**src/pkg/adc_readout_defines.vh**
```
/*
 constants for the converter control and serial readout block.
 assumes inclusion by bare name; definitions only.
*/
`ifndef ADC_READOUT_DEFINES_VH
`define ADC_READOUT_DEFINES_VH
`define CLK_PERIOD_NS 10
`define RESULT_BITS 12
`define CONVERT_START_N_TIME_NS 15000
`define CONVERT_START_N_CYCLES (`CONVERT_START_N_TIME_NS / `CLK_PERIOD_NS)
`define BUSY_TAIL_NS 1000
`define BUSY_TAIL_CYCLES (`BUSY_TAIL_NS / `CLK_PERIOD_NS)
`define FIRST_CLK_NS 1400
`define FIRST_CLK_CYCLES (`FIRST_CLK_NS / `CLK_PERIOD_NS)
`define BIT_HIGH_NS 350
`define BIT_HIGH_CYCLES (`BIT_HIGH_NS / `CLK_PERIOD_NS)
`define BIT_PERIOD_NS 1100
`define BIT_PERIOD_CYCLES (`BIT_PERIOD_NS / `CLK_PERIOD_NS)
`define SAMPLE_RESET 12'h000
`endif

```
**src/hw/result_fifo.v**
```verilog
/*
 small synchronous fifo carrying finished conversion results.
 assumes one clock and a synchronous active-low reset.
*/
`timescale 1ns/1ps
module result_fifo #(
    parameter WIDTH = 12,
    parameter DEPTH = 8,
    parameter AW = 3
) (
    input wire clk,
    input wire nrst,
    input wire in_valid,
    output wire in_ready,
    input wire [WIDTH-1:0] in_data,
    output wire out_valid,
    input wire out_ready,
    output wire [WIDTH-1:0] out_data
);
    reg [WIDTH-1:0] mem [0:DEPTH-1];
    reg [AW:0] wr_ff;
    reg [AW:0] rd_ff;
    wire full = (wr_ff[AW] != rd_ff[AW]) && (wr_ff[AW-1:0] == rd_ff[AW-1:0]);
    wire empty = (wr_ff == rd_ff);
    assign in_ready = !full;
    assign out_valid = !empty;
    assign out_data = mem[rd_ff[AW-1:0]];
    always @(posedge clk) begin
        if (!nrst) begin
            wr_ff <= {(AW+1){1'b0}};
            rd_ff <= {(AW+1){1'b0}};
        end else begin
            if (in_valid && !full) begin
                mem[wr_ff[AW-1:0]] <= in_data;
                wr_ff <= wr_ff + 1'b1;
            end
            if (out_ready && !empty)
                rd_ff <= rd_ff + 1'b1;
        end
    end
endmodule // result_fifo

```
**src/hw/serial_adc_convert_readout.v**
```verilog
/*
 conversion control and serial readout of a sampling converter.
 assumes pins arrive asynchronously and are synchronised here; the
 testbench resolves pin levels from the output enables.
*/
// What this block does
// - select low: bit clock pin is driven as an output.
// - select high: bit clock pin is an input supplied by the host.
// - internal mode: bit clock derived from internal conversion clock.
// - conversion timing always from internal clock, either mode.
// - data output carries latest completed result, synced to bit clock.
// - internal mode: data bit stable across both bit clock edges.
// - convert falling edge holds sample and starts conversion, ignoring chip select.
// - convert falling edges during a conversion are ignored.
// - internal mode: previous result shifted out during current conversion.
// - chip select high floats data, busy and driven bit clock.
// - busy goes low at conversion start and stays low throughout.
// - internal mode: all transmission happens while busy is low.
// - power down high puts most logic in a low-power state.
// - result sent as 12-bit two's complement word, msb first.
// - external mode: result copied to shift register just before busy rises.
`timescale 1ns/1ps
`include "adc_readout_defines.vh"
module serial_adc_convert_readout #(
    parameter WIDTH = `RESULT_BITS,
    parameter CONVERT_START_N_CYCLES = `CONVERT_START_N_CYCLES,
    parameter TAIL_CYCLES = `BUSY_TAIL_CYCLES,
    parameter FIRST_CYCLES = `FIRST_CLK_CYCLES,
    parameter HIGH_CYCLES = `BIT_HIGH_CYCLES,
    parameter PERIOD_CYCLES = `BIT_PERIOD_CYCLES
) (
    input wire clk,
    input wire nrst,
    input wire convert_start_n,
    input wire chip_select_n,
    input wire clock_source_select,
    input wire power_down_request,
    input wire serial_bit_clock_in,
    output reg serial_bit_clock_out,
    output reg serial_bit_clock_oe,
    output reg data_out,
    output reg data_oe,
    output reg busy_n_out,
    output reg busy_n_oe,
    output reg low_power,
    input wire sample_valid,
    output wire sample_ready,
    input wire [WIDTH-1:0] sample_data
);
    localparam ST_IDLE = 3'b001;
    localparam ST_CONVERT_START_N = 3'b010;
    localparam ST_TAIL = 3'b100;
    localparam [15:0] CONVERT_START_N_N = CONVERT_START_N_CYCLES;
    localparam [15:0] TAIL_N = TAIL_CYCLES;
    localparam [15:0] FIRST_N = FIRST_CYCLES;
    localparam [15:0] HIGH_N = HIGH_CYCLES;
    localparam [15:0] PER_N = PERIOD_CYCLES;
    localparam [3:0] LAST_BIT = WIDTH - 1;

    // two-flop synchronisers; first stages read by second stages only
    reg convert_start_n_s1_ff, convert_start_n_s2_ff, convert_start_n_s3_ff;
    reg cs_s1_ff, cs_s2_ff;
    reg sel_s1_ff, sel_s2_ff;
    reg pd_s1_ff, pd_s2_ff;
    reg xclk_s1_ff, xclk_s2_ff, xclk_s3_ff;

    reg [2:0] state_ff;
    reg [15:0] cnt_ff;
    reg [15:0] bit_cnt_ff;
    reg [3:0] bit_idx_ff;
    reg sending_ff;
    reg [WIDTH-1:0] shift_ff;
    reg [WIDTH-1:0] held_ff;
    reg [WIDTH-1:0] last_ff;
    reg int_clk_ff;
    reg pop_ff;

    wire fifo_valid;
    wire [WIDTH-1:0] fifo_data;

    // results from the analog core queue here; core stalls when full
    result_fifo #(.WIDTH(WIDTH), .DEPTH(8), .AW(3)) u_fifo (
        .clk(clk),
        .nrst(nrst),
        .in_valid(sample_valid),
        .in_ready(sample_ready),
        .in_data(sample_data),
        .out_valid(fifo_valid),
        .out_ready(pop_ff),
        .out_data(fifo_data)
    );

    always @(posedge clk) begin
        if (!nrst) begin
            convert_start_n_s1_ff <= 1'b1;
            convert_start_n_s2_ff <= 1'b1;
            convert_start_n_s3_ff <= 1'b1;
            cs_s1_ff <= 1'b1;
            cs_s2_ff <= 1'b1;
            sel_s1_ff <= 1'b0;
            sel_s2_ff <= 1'b0;
            pd_s1_ff <= 1'b0;
            pd_s2_ff <= 1'b0;
            xclk_s1_ff <= 1'b0;
            xclk_s2_ff <= 1'b0;
            xclk_s3_ff <= 1'b0;
        end else begin
            convert_start_n_s1_ff <= convert_start_n;
            convert_start_n_s2_ff <= convert_start_n_s1_ff;
            convert_start_n_s3_ff <= convert_start_n_s2_ff;
            cs_s1_ff <= chip_select_n;
            cs_s2_ff <= cs_s1_ff;
            sel_s1_ff <= clock_source_select;
            sel_s2_ff <= sel_s1_ff;
            pd_s1_ff <= power_down_request;
            pd_s2_ff <= pd_s1_ff;
            xclk_s1_ff <= serial_bit_clock_in;
            xclk_s2_ff <= xclk_s1_ff;
            xclk_s3_ff <= xclk_s2_ff;
        end
    end

    wire convert_start_n_fall = convert_start_n_s3_ff && !convert_start_n_s2_ff;
    wire xclk_rise = !xclk_s3_ff && xclk_s2_ff;
    wire ext_mode = sel_s2_ff;
    wire pd = pd_s2_ff;
    // an empty queue does not block the start; the last result is held again
    wire start_ok = convert_start_n_fall && !pd;

    always @(posedge clk) begin
        if (!nrst) begin
            state_ff <= ST_IDLE;
            cnt_ff <= 16'h0000;
            bit_cnt_ff <= 16'h0000;
            bit_idx_ff <= 4'h0;
            sending_ff <= 1'b0;
            shift_ff <= `SAMPLE_RESET;
            held_ff <= `SAMPLE_RESET;
            last_ff <= `SAMPLE_RESET;
            int_clk_ff <= 1'b0;
            pop_ff <= 1'b0;
        end else begin
            pop_ff <= 1'b0;
            case (state_ff)
                ST_IDLE: begin
                    int_clk_ff <= 1'b0;
                    sending_ff <= 1'b0;
                    // edges while converting never reach here
                    if (start_ok) begin
                        state_ff <= ST_CONVERT_START_N;
                        cnt_ff <= 16'h0000;
                        bit_cnt_ff <= 16'h0000;
                        bit_idx_ff <= 4'h0;
                        // capture the sample now: the hold moment
                        held_ff <= fifo_valid ? fifo_data : last_ff;
                        pop_ff <= fifo_valid;
                        if (!ext_mode) begin
                            shift_ff <= last_ff;
                            sending_ff <= 1'b1;
                        end
                    end
                end
                ST_CONVERT_START_N: begin
                    // conversion timed only by the local clock count
                    cnt_ff <= cnt_ff + 16'h0001;
                    if (cnt_ff == CONVERT_START_N_N - 16'h0001) begin
                        state_ff <= ST_TAIL;
                        cnt_ff <= 16'h0000;
                        last_ff <= held_ff;
                        if (ext_mode)
                            shift_ff <= held_ff;
                    end
                end
                ST_TAIL: begin
                    cnt_ff <= cnt_ff + 16'h0001;
                    // a late-finishing word must not leave busy stuck low
                    if (cnt_ff >= TAIL_N - 16'h0001 && !sending_ff)
                        state_ff <= ST_IDLE;
                end
                default: state_ff <= ST_IDLE;
            endcase

            // internal bit clock divided from the conversion clock
            if (sending_ff && state_ff != ST_IDLE) begin
                bit_cnt_ff <= bit_cnt_ff + 16'h0001;
                if (bit_cnt_ff == FIRST_N + HIGH_N - 16'h0001) begin
                    int_clk_ff <= 1'b0;
                end else if (bit_cnt_ff == FIRST_N - 16'h0001) begin
                    int_clk_ff <= 1'b1;
                end
                // data changes late in the low phase, 16 cycles before the rising edge
                if (bit_cnt_ff == FIRST_N + PER_N - 16'h0001 - 16'h0010) begin
                    bit_cnt_ff <= FIRST_N - 16'h0010;
                    if (bit_idx_ff == LAST_BIT) begin
                        sending_ff <= 1'b0;
                    end else begin
                        bit_idx_ff <= bit_idx_ff + 4'h1;
                        shift_ff <= {shift_ff[WIDTH-2:0], 1'b0};
                    end
                end
            end

            // external mode: host clock rising edge advances the word
            if (ext_mode && state_ff == ST_IDLE && xclk_rise)
                shift_ff <= {shift_ff[WIDTH-2:0], 1'b0};
        end
    end

    // pin drivers; chip select gates enables only
    always @(posedge clk) begin
        if (!nrst) begin
            serial_bit_clock_out <= 1'b0;
            serial_bit_clock_oe <= 1'b0;
            data_out <= 1'b0;
            data_oe <= 1'b0;
            busy_n_out <= 1'b1;
            busy_n_oe <= 1'b0;
            low_power <= 1'b0;
        end else begin
            serial_bit_clock_out <= int_clk_ff;
            serial_bit_clock_oe <= !cs_s2_ff && !ext_mode;
            data_out <= shift_ff[WIDTH-1];
            data_oe <= !cs_s2_ff;
            busy_n_out <= (state_ff == ST_IDLE) && !start_ok;
            busy_n_oe <= !cs_s2_ff;
            low_power <= pd && state_ff == ST_IDLE;
        end
    end
endmodule // serial_adc_convert_readout

```
**config.mk**
```make
export PLATFORM = sky130hd
export DESIGN_NAME = serial_adc_convert_readout
export DESIGN_NICKNAME = d
export VERILOG_FILES = /design/src/hw/result_fifo.v /design/src/hw/serial_adc_convert_readout.v
export VERILOG_INCLUDE_DIRS = /design/src /design/src/pkg
export SDC_FILE = /design/constraint.sdc
export NUM_CORES = 1
export LEC_CHECK = 0
export BUFFER_PORTS_ARGS = -buffer_cell sky130_fd_sc_hd__buf_2
export CORE_ASPECT_RATIO = 1.75
export CORE_MARGIN = 3
export CORE_UTILIZATION = 56
export DETAILED_ROUTE_END_ITERATION = 7
export GPL_TIMING_DRIVEN = 0
export HOLD_SLACK_MARGIN = 0.02
export PLACE_DENSITY = 0.86
export SETUP_SLACK_MARGIN = 0.3
export SLEW_MARGIN = 10
export SYNTH_ARGS = -nofsm -noshare
export SYNTH_HDL_FRONTEND = slang
export SYNTH_SLANG_ARGS = --single-unit
```
**constraint.sdc**
```tcl
create_clock -name clk -period 2.3 [get_ports clk]
set_input_delay 0.115 -clock clk [delete_from_list [all_inputs] [get_ports clk]]
set_output_delay 0.115 -clock clk [all_outputs]
set_load 0.01 [all_outputs]
```
==> results of run 1 <==
## worst paths after layout
check | slack, ns | from | cells past startpoint | to
setup / recovery | 0.09 | cnt_ff[15] | 7 | state_ff[1]
hold reg to reg | 0.42 | cs_s1_ff | 1 | cs_s2_ff
setup reg to reg | 0.09 | cnt_ff[15] | 7 | state_ff[1]
hold / removal | 0.03 | sample_valid | 5 | u_fifo.wr_ff[1]
## stage by stage
step                hold slack, ns  utilization  cell area [sq um]
floorplan                   0.2139            -               8692
global placement            0.2961       0.6073               9056
detailed placement          0.3051       0.6073               9056
CTS                        0.02493       0.6937              10340
global route               0.03994       0.7127              10630
finish                     0.03075       0.7127              10630
## registers in the layout, indices dropped and copies added (netlist names), 3 cells and up, named ones only
signal and count:
u_fifo.mem 96, cnt_ff 16, held_ff 12, bit_idx_ff 4, u_fifo.rd_ff 4, bit_cnt_ff 16
last_ff 12, u_fifo.wr_ff 4, state_ff 3, shift_ff 12
## timing repair
item	in CTS	in global routing
resized for setup	58	55
buffers inserted	28	11
endpoints found under the hold margin	101	0
gates cloned	2	1
pin swaps	24	16
hold buffers	17	0
setup endpoints to repair	165	166
## power groups by stage
| stage | combinational, mW | sequential, mW | clock, mW |
|---|---|---|---|
| floorplan | 0.330 | 3.97 | 0 |
| global placement | 0.469 | 3.97 | 0 |
| detailed placement | 0.480 | 3.97 | 0 |
| CTS | 0.593 | 3.90 | 2.99 |
| global route | 0.741 | 3.91 | 3.15 |
| finish | 0.694 | 3.90 | 2.99 |
## area by class of cell
cell class / instances / area, sq um
Sequential cell: 203 / 5039
Fill cell: 966 / 4284
Multi-Input combinational cell: 495 / 3722
Timing Repair Buffer: 85 / 760.7
Clock buffer: 22 / 489.2
Buffer: 40 / 270.3
Tap cell: 183 / 229.0
Clock inverter: 11 / 91.34
Inverter: 7 / 26.28
## routing by layer
layer	global-route usage	part of all wire
met1	0.2684	0.34
met2	0.4663	0.55
met3	0.03209	0.057
met4	0.1314	0.053
met5	0	0
## cell usage in the layout (no fill, tap or decap), types with 10 or more instances in the layout
cell type	Yosys	layout
nor3_1	22	10
nand3_1	36	35
dfxtp_1	107	100
edfxtp_1	96	96
buf_6	1	10
o21ai_0	11	11
o211ai_1	14	14
dlygate4sd3_1	0	17
buf_2	8	29
buf_12	0	11
a32o_1	10	10
xor2_1	18	17
nand3b_1	11	11
mux2i_1	15	13
a21oi_1	47	42
nand2_1	99	97
and2_1	18	18
clkbuf_16	0	19
nor2_1	41	32
nand4_1	16	16
buf_4	2	30
clkbuf_1	26	16
mux4_2	24	24
## worst max-delay path: stages (launching register included)
cell and delay [ns]:
dfxtp_2 0.32, or4_4 0.54, or4_4 0.59, buf_6 0.16, buf_6 0.11, buf_6 0.11, a21oi_2 0.15, nor3_1 0.09
## cells by family (layout without fill, tap and decap cells)
logic type,Yosys count,count (layout),synth area share
AO/OA/AOI/OAI,120,120,0.09014
XOR/XNOR,25,25,0.02553
adder cells (fa/ha/maj),8,8,0.01167
buffers and inverters,47,165,0.02348
flip-flops,203,203,0.5858
multiplexers,41,41,0.08314
AND/OR/NAND/NOR,300,301,0.1803
==> run summary, run 1 <==
Status: finished, final reports clean
Initial drt markers: 434
Setup_tns: 0 ns
Fmax: 0.4516 GHz
Setup crit end kind: flip-flop
Number of synthesized register bits: 203
IO Count: 28
Vias in the first global route: 6577
CTS Sinks: 203
Critical path type: flip-flop to flip-flop
Final Power: 7.586 mW
Die width: 99.56 um
Combinational power share: 0.091
Via count: 6613
Syn Inst Count: 744
Worst-path clk slew: 0.07 ns
Largest cells by area after synthesis: edfxtp_1 34%, dfxtp_1 25%, mux4_2 6.3%, nand2_1 4.3%, a21oi_1 2.7%
Leak Pwr: 3.645 nW
Worst slew pin tran: 0.6715 ns
Fin crit period: 2.215 ns
Die area: 0.01690 sq mm
Leading area contributor after synthesis: edfxtp_1
Root Buffer: clkbuf_16
Crit path max fanout: 4
Placer Congestion: 0.9428
Switching part of the total power: 0.2353
Row count: 59
TritonCTS clock tree: done
Ys async rst share: 0
Avg Vias per Cell: 6.322
Final HPWL DP: 12670 um
CTS max path bufs: 3
Syn Nets: 772
Period utilization: 0.9629
Setup WS pre-CTS: -0.1811 ns
# nets final: 879
Area share of the largest cell type after synthesis: 0.3361
MaxCap Viol Count: 0
Post-Syn Area per Cell: 11.53 sq um
Synth cell count leaders: 107 x dfxtp_1, 99 x nand2_1, 96 x edfxtp_1, 47 x a21oi_1, 41 x nor2_1
Hold Path Class: input pin to flip-flop
Cell variety after synth: 60
IO Port Bufs: 27
Final WS setup: 0.08544 ns
Reg power frac: 0.514
Cts bufs inserted: 19
Placeable Area: 0.01491 sq mm
Grt total ovfl: 0
Area grow syn2layout: 23.89%
DRT Wirelength: 21310 um
Clk pwr share: 0.394
Die Ht: 169.7 um
Synth Cell Area: 0.008578 sq mm
Part of the Yosys area used for sequential elements: 0.5858
Cell area power density: 713.8 mW/mm^2
GR Util All Layers: 0.2493
# DRC: 0
Clock Latency Late Sink: 0.49 ns
Req. time, crit path: 2.64 ns
Non-Filler Instances: 1046
Crit path DAT: 2.55 ns
ANT nets after route: 0
Largest net degree at the start of global routing: 17
RSZ-0062 raised after global routing: yes
Post-synth EDFFs: 96
Ratio of cells with drive above 1 in the final layout: 0.2538
First-pass detailed-route iteration total: 5
IR drop worst, VDD: 0.8213 mV
Fin Clk Skew: 0.01567 ns
Final setup violation count: 0
Post-Place Cells: 954
Hold Violations, Final: 0
Global-route wire length before repair: 33390 um
Htree depth: 1
Wire per inst: 20.38 um
Slew HR: 0.5523
Ys Warns: 0
Antenna violations before repair: 0
Sw Pwr: 1.785 mW
Type of origin of the critical path: flip-flop
Starting density of the core: 0.5753
Max Slew Vio Count: 0
Synth Flop Type: dfxtp_1
Count leader, synth: dfxtp_1
Internal power: 5.801 mW
Diodes inserted: 0
Note: power is estimated with default switching activity, not from simulation.
==> run 2: changes to the inputs <==
Settings changed: ABC_AREA set to 1.
==> run 2 against run 1 <==
Against the previous run: non-clock buffer count decreased by 17; via count increased by 26%; first-iteration DRC count increased by 18%; setup slack improved by 0.29 ns.
==> run summary, run 2 <==
Status: finished, final reports clean
Placer Congestion: 0.8903
Leak Pwr: 4.198 nW
Count leader, synth: nand2_1
Util after Layout: 0.6617
ANT nets after route: 0
Antenna violations before repair: 0
Synth Flop Type: dfxtp_1
Crit-path leading delay family: buffers and inverters
Syn Nets: 1208
Worst path cell trace: clkbuf_1, clkbuf_1, nand3_1, nand3_1, nand3_1, nand3_1, a21oi_1
Setup_tns: 0 ns
Wire per inst: 16.34 um
Fin Clk Skew: 0.01902 ns
# DRC: 0
CP peak stage delay: 0.52 ns
Reg-to-reg setup timing slack: 0.37 ns
Final WS setup: 0.3741 ns
Hold Crit Start: sample_valid
Part of the Yosys area used for sequential elements: 0.5306
Die Ht: 178.0 um
DRT Wirelength: 24340 um
Syn Inst Count: 1180
Crit path DAT: 2.26 ns
Commonest non-fill, non-tap cell in the layout: nand2_1
WP depth: 7
Setup crit end kind: flip-flop
R2R depth: 7
Max FFs per register: 96
CP max stage cell: clkbuf_1
Diodes inserted: 0
Hold Slack: 0.002375 ns
Hold Path Class: input pin to flip-flop
CTS max path bufs: 3
Avg Vias per Cell: 5.575
Ys async rst share: 0
MaxCap Viol Count: 0
Via count: 8301
Row count: 62
Post-Syn Area per Cell: 8.026 sq um
Critical path type: flip-flop to flip-flop
Placeable Area: 0.01652 sq mm
Post-Place Cells: 1431
Vias in the first global route: 8376
Area grow syn2layout: 15.46%
Area share of the largest cell type after synthesis: 0.3044
Global-route wire length before repair: 39540 um
Post-synth EDFFs: 96
Initial drt markers: 514
Largest net degree at the start of global routing: 17
RSZ-0062 raised after global routing: no
FILL cells: 1316
Cts bufs inserted: 19
Ratio of cells with drive above 1 in the final layout: 0.1249
Leading area contributor after synthesis: edfxtp_1
IR drop worst, VDD: 0.7030 mV
# nets final: 1282
Synth cell count leaders: 351 x nand2_1, 167 x nand3_1, 107 x dfxtp_1, 96 x edfxtp_1, 89 x inv_1
Max Slew Vio Count: 0
Setup crit end: held_ff[8]
GR Util All Layers: 0.2647
Worst slew pin tran: 0.7237 ns
Clock Latency Late Sink: 0.49 ns
Number of synthesized register bits: 203
Ys Warns: 0
IO Count: 28
CP most frequent cell: nand3_1
Type of origin of the critical path: flip-flop
CTS Sinks: 203
Die width: 104.3 um
Crit path max fanout: 10
Synth Cell Area: 0.009470 sq mm
First-pass detailed-route iteration total: 5
Worst-path clk slew: 0.07 ns
Setup WS pre-CTS: -0.4036 ns
Bufs and invs on worst path: 2
Final setup violation count: 0
Cell variety after synth: 38
Commonest cells after routing, fill and taps aside: 350 x nand2_1, 167 x nand3_1, 100 x dfxtp_1
IO Port Bufs: 27
Cell area power density: 676.2 mW/mm^2
Htree depth: 1
Period utilization: 0.8374
Slew HR: 0.5175
Fin crit period: 1.926 ns
Largest cells by area after synthesis: edfxtp_1 30%, dfxtp_1 23%, nand2_1 14%, nand3_1 8.8%, inv_1 3.5%
Root Buffer: clkbuf_16
Non-Filler Instances: 1489
Hold Violations, Final: 0
TritonCTS clock tree: done
Req. time, crit path: 2.63 ns
Die area: 0.01857 sq mm
Starting density of the core: 0.5731
Fmax: 0.5192 GHz
Reg-to-reg critical path endpoint: held_ff[8]
Grt total ovfl: 0
Final HPWL DP: 16600 um
## run 2: worst min path at each step
| stage | end | slack, ns | depth (start not counted) |
|---|---|---|---|
| 3_3_place_gp | pd_s1_ff | 0.30 | 3 |
| 3_5_place_dp | sel_s1_ff | 0.30 | 3 |
| 5_1_grt | u_fifo.wr_ff[0] | 0.03 | 3 |
| 4_1_cts | u_fifo.wr_ff[3] | 0.03 | 4 |
| 2_1_floorplan | pd_s1_ff | 0.21 | 2 |
| 6_report | u_fifo.wr_ff[0] | 0.002 | 3 |
## run 2: repair_timing
action,4_1_cts,5_1_grt
endpoints found under the hold margin,101,0
gates resized for setup,14,11
buffers inserted,8,1
pin swaps,8,6
endpoints found under the setup margin,96,100
hold buffers,17,0
## run 2: kinds of logic after synthesis
logic type / synth area share
buf+inv: 0.06698
flops: 0.5306
fa+ha+maj: 0.01057
compound gates: 0.07504
xor+xnor: 0.008324
simple gates: 0.3085
## run 2: routing by layer
| metal | wire length [um] | vias to the layer above | share of wire | track usage |
|---|---|---|---|---|
| li1 | - | 4043 | - | - |
| met2 | 13590 | 293 | 0.56 | 0.5280 |
| met3 | 1349 | 106 | 0.055 | 0.03477 |
| met5 | 0 | - | 0 | 0 |
| met1 | 8053 | 3859 | 0.33 | 0.2501 |
| met4 | 1342 | 0 | 0.055 | 0.1625 |
## run 2: through the flow
step | cell area, sq um | power, mW
final | 10930 | 7.393
after global routing | 10930 | 7.583
after CTS | 10910 | 7.381
after detailed placement | 9916 | 4.339
after global placement | 9916 | 4.327
after floorplan | 9500 | 4.190
## run 2: worst min-delay path, delay by kind of cell
family	cells	cell delay (ns)
AO/OA/AOI/OAI	1	0.09
AND/OR/NAND/NOR	1	0.13
buffers and inverters	1	0.10
## run 2: area by class of cell
| class | instances | area [sq um] | area share |
|---|---|---|---|
| plain buffers | 55 | 260.3 | 0.02380 |
| flip-flops and latches | 203 | 5039 | 0.4608 |
| clock buffers | 21 | 483.0 | 0.04417 |
| multi-input cells | 822 | 3909 | 0.3575 |
| well taps | 224 | 280.3 | 0.02563 |
| clock inverters | 11 | 115.1 | 0.01053 |
| inverters | 100 | 375.4 | 0.03433 |
| repair buffers | 53 | 473.0 | 0.04325 |
## run 2: power by group
| group | switching [mW] | internal, mW | leakage, nW | total (mW) |
|---|---|---|---|---|
| Sequential | 0.0311 | 3.83 | 1.74 | 3.87 |
| Combinational | 0.308 | 0.148 | 2.18 | 0.456 |
| Clock | 1.33 | 1.74 | 0.279 | 3.07 |
==> run 3: changes to the inputs <==
Settings changed: CORE_UTILIZATION 56 to 62, PLACE_DENSITY 0.86 to 0.89.
Clock period 2.3 ns to 1.84 ns, I/O delays scaled along.
==> run 3 against run 2 <==
Against the previous run: design area increased by 10%; critical endpoint is now u_fifo.rd_ff[0]; via count is 20% higher; cell count grew 0.67%; the flow now finishes with violations (DRC, hold timing, setup timing).
==> run summary, run 3 (synthesized netlist as in run 2, its figures left out) <==
# nets final: 1333
Critical path type: flip-flop to flip-flop
Grt total ovfl: 0
Cell area power density: 781.4 mW/mm^2
Max Slew Vio Count: 0
IR drop worst, VDD: 0.9954 mV
CTS Sinks: 203
Worst-path clk slew: 0.08 ns
Setup WS pre-CTS: -0.3114 ns
First-pass detailed-route iteration total: 8
Starting density of the core: 0.6351
Placement Cell Area: 0.009951 sq mm
Hold Crit Start: nrst
CTS max path bufs: 3
DRT Wirelength: 35170 um
Area grow syn2layout: 27.44%
Placeable Area: 0.01491 sq mm
Ratio of cells with drive above 1 in the final layout: 0.2637
Hold Path Class: input pin to flip-flop
Worst slew pin tran: 0.9376 ns
Fmax: 0.5071 GHz
Via count: 9945
GR Util All Layers: 0.3341
IO Count: 28
Slew HR: 0.3749
Vias in the first global route: 9029
Crit path max fanout: 6
Type of origin of the critical path: flip-flop
Fin crit period: 1.972 ns
Reg-to-reg critical path startpoint: u_fifo.rd_ff[0]
Util after Layout: 0.8094
Hold Slack: -0.02371 ns
Global-route wire length before repair: 44430 um
Fin Clk Skew: 0.02778 ns
Failing checks: DRC, hold timing, setup timing
Avg Vias per Cell: 6.634
# DRC: 28
Worst Setup SP: u_fifo.rd_ff[0]
Register Area: 0.005106 sq mm
IO Port Bufs: 27
MaxCap Viol Count: 0
Final WS setup: -0.1318 ns
Final setup violation count: 2
FILL cells: 747
Hold Violations, Final: 4
TritonCTS clock tree: done
Antenna violations before repair: 0
Final HPWL DP: 16470 um
Post-CTS Hold Buffers: 18
Die area: 0.01685 sq mm
Leak Pwr: 4.677 nW
Row count: 59
Initial drt markers: 1286
Cts bufs inserted: 19
Placer Congestion: 0.9670
Max FFs per register: 96
Largest net degree at the start of global routing: 16
RSZ-0062 raised after global routing: yes
Req. time, crit path: 2.20 ns
Diodes inserted: 0
Area of the multi-input gates: 0.004403 sq mm
Die Ht: 169.5 um
Status: finished with violations
Htree depth: 1
Clock Latency Late Sink: 0.51 ns
Fin area: 0.01207 sq mm
Setup crit end kind: flip-flop
Die width: 99.43 um
ANT nets after route: 0
Wire per inst: 23.46 um
Root Buffer: clkbuf_16
Period utilization: 1.072
Commonest cells after routing, fill and taps aside: 320 x nand2_1, 153 x nand3_1, 96 x edfxtp_1
Commonest non-fill, non-tap cell in the layout: nand2_1
Crit path DAT: 2.34 ns
## run 3: cell count changes in the layout (fill, tap and decap cells not counted), sizes merged
cell	before	now
buf	68	116
bufinv	2	1
clkbuf	44	48
clkinv	4	2
clkinvlp	5	6
dlygate4sd3	17	18
inv	100	99
nand2	356	357
## run 3: layout make-up
| class | count | area share |
|---|---|---|
| Buffer | 55 | 0.03297 |
| Clock buffer | 24 | 0.04095 |
| Clock inverter | 8 | 0.006117 |
| Inverter | 100 | 0.03317 |
| Multi-Input combinational cell | 823 | 0.3648 |
| Sequential cell | 203 | 0.4231 |
| Tap cell | 183 | 0.01897 |
| Timing Repair Buffer | 103 | 0.07993 |
## run 3: stage by stage
stage	setup TNS, ns	hold WS (ns)	power [mW]	std cells
CTS	0	-0.03740	9.167	1470
global placement	-12.72	0.2768	5.428	1390
floorplan	0	0.1896	5.256	1180
finish	-0.1795	-0.02371	9.431	1499
global route	-0.3270	-0.02448	9.579	1499
detailed placement	-17.69	0.2835	5.445	1390
## run 3: what timing repair did
item	4_1_cts	5_1_grt
gates cloned	2	4
buffers inserted	28	25
pin swaps	15	52
gates resized for setup	81	193
setup endpoints to repair	159	177
endpoints found under the hold margin	112	9
## run 3: path summary, 6_finish.rpt
check	endpoint	slack, ns	depth (start not counted)
setup / recovery	u_fifo.rd_ff[0]	-0.13	7
hold / removal	cnt_ff[6]	-0.02	3
setup reg to reg	u_fifo.rd_ff[0]	-0.13	7
hold reg to reg	convert_start_n_s2_ff	0.44	1
## run 3: worst max-delay path, stage by stage (launching register included)
cell	delay, ns
dfxtp_4	0.40
xor2_1	0.17
nor2_1	0.09
nand2_1	0.22
nand2_1	0.21
inv_2	0.15
o21ai_0	0.13
a21oi_1	0.43
## run 3: per-layer routing
layer  part of all wire  up-vias  global-route usage
li1                   -     4164                   -
met1               0.29     4419              0.3287
met2               0.49      972              0.6224
met3               0.11      390             0.05389
met4               0.11        0              0.2325
met5                  0        -                   0
## run 3: report_power, final
part / switching (mW) / internal, mW
clock: 1.80 / 2.05
combinational: 0.503 / 0.250
sequential: 0.0479 / 4.77
total: 2.35 / 7.08
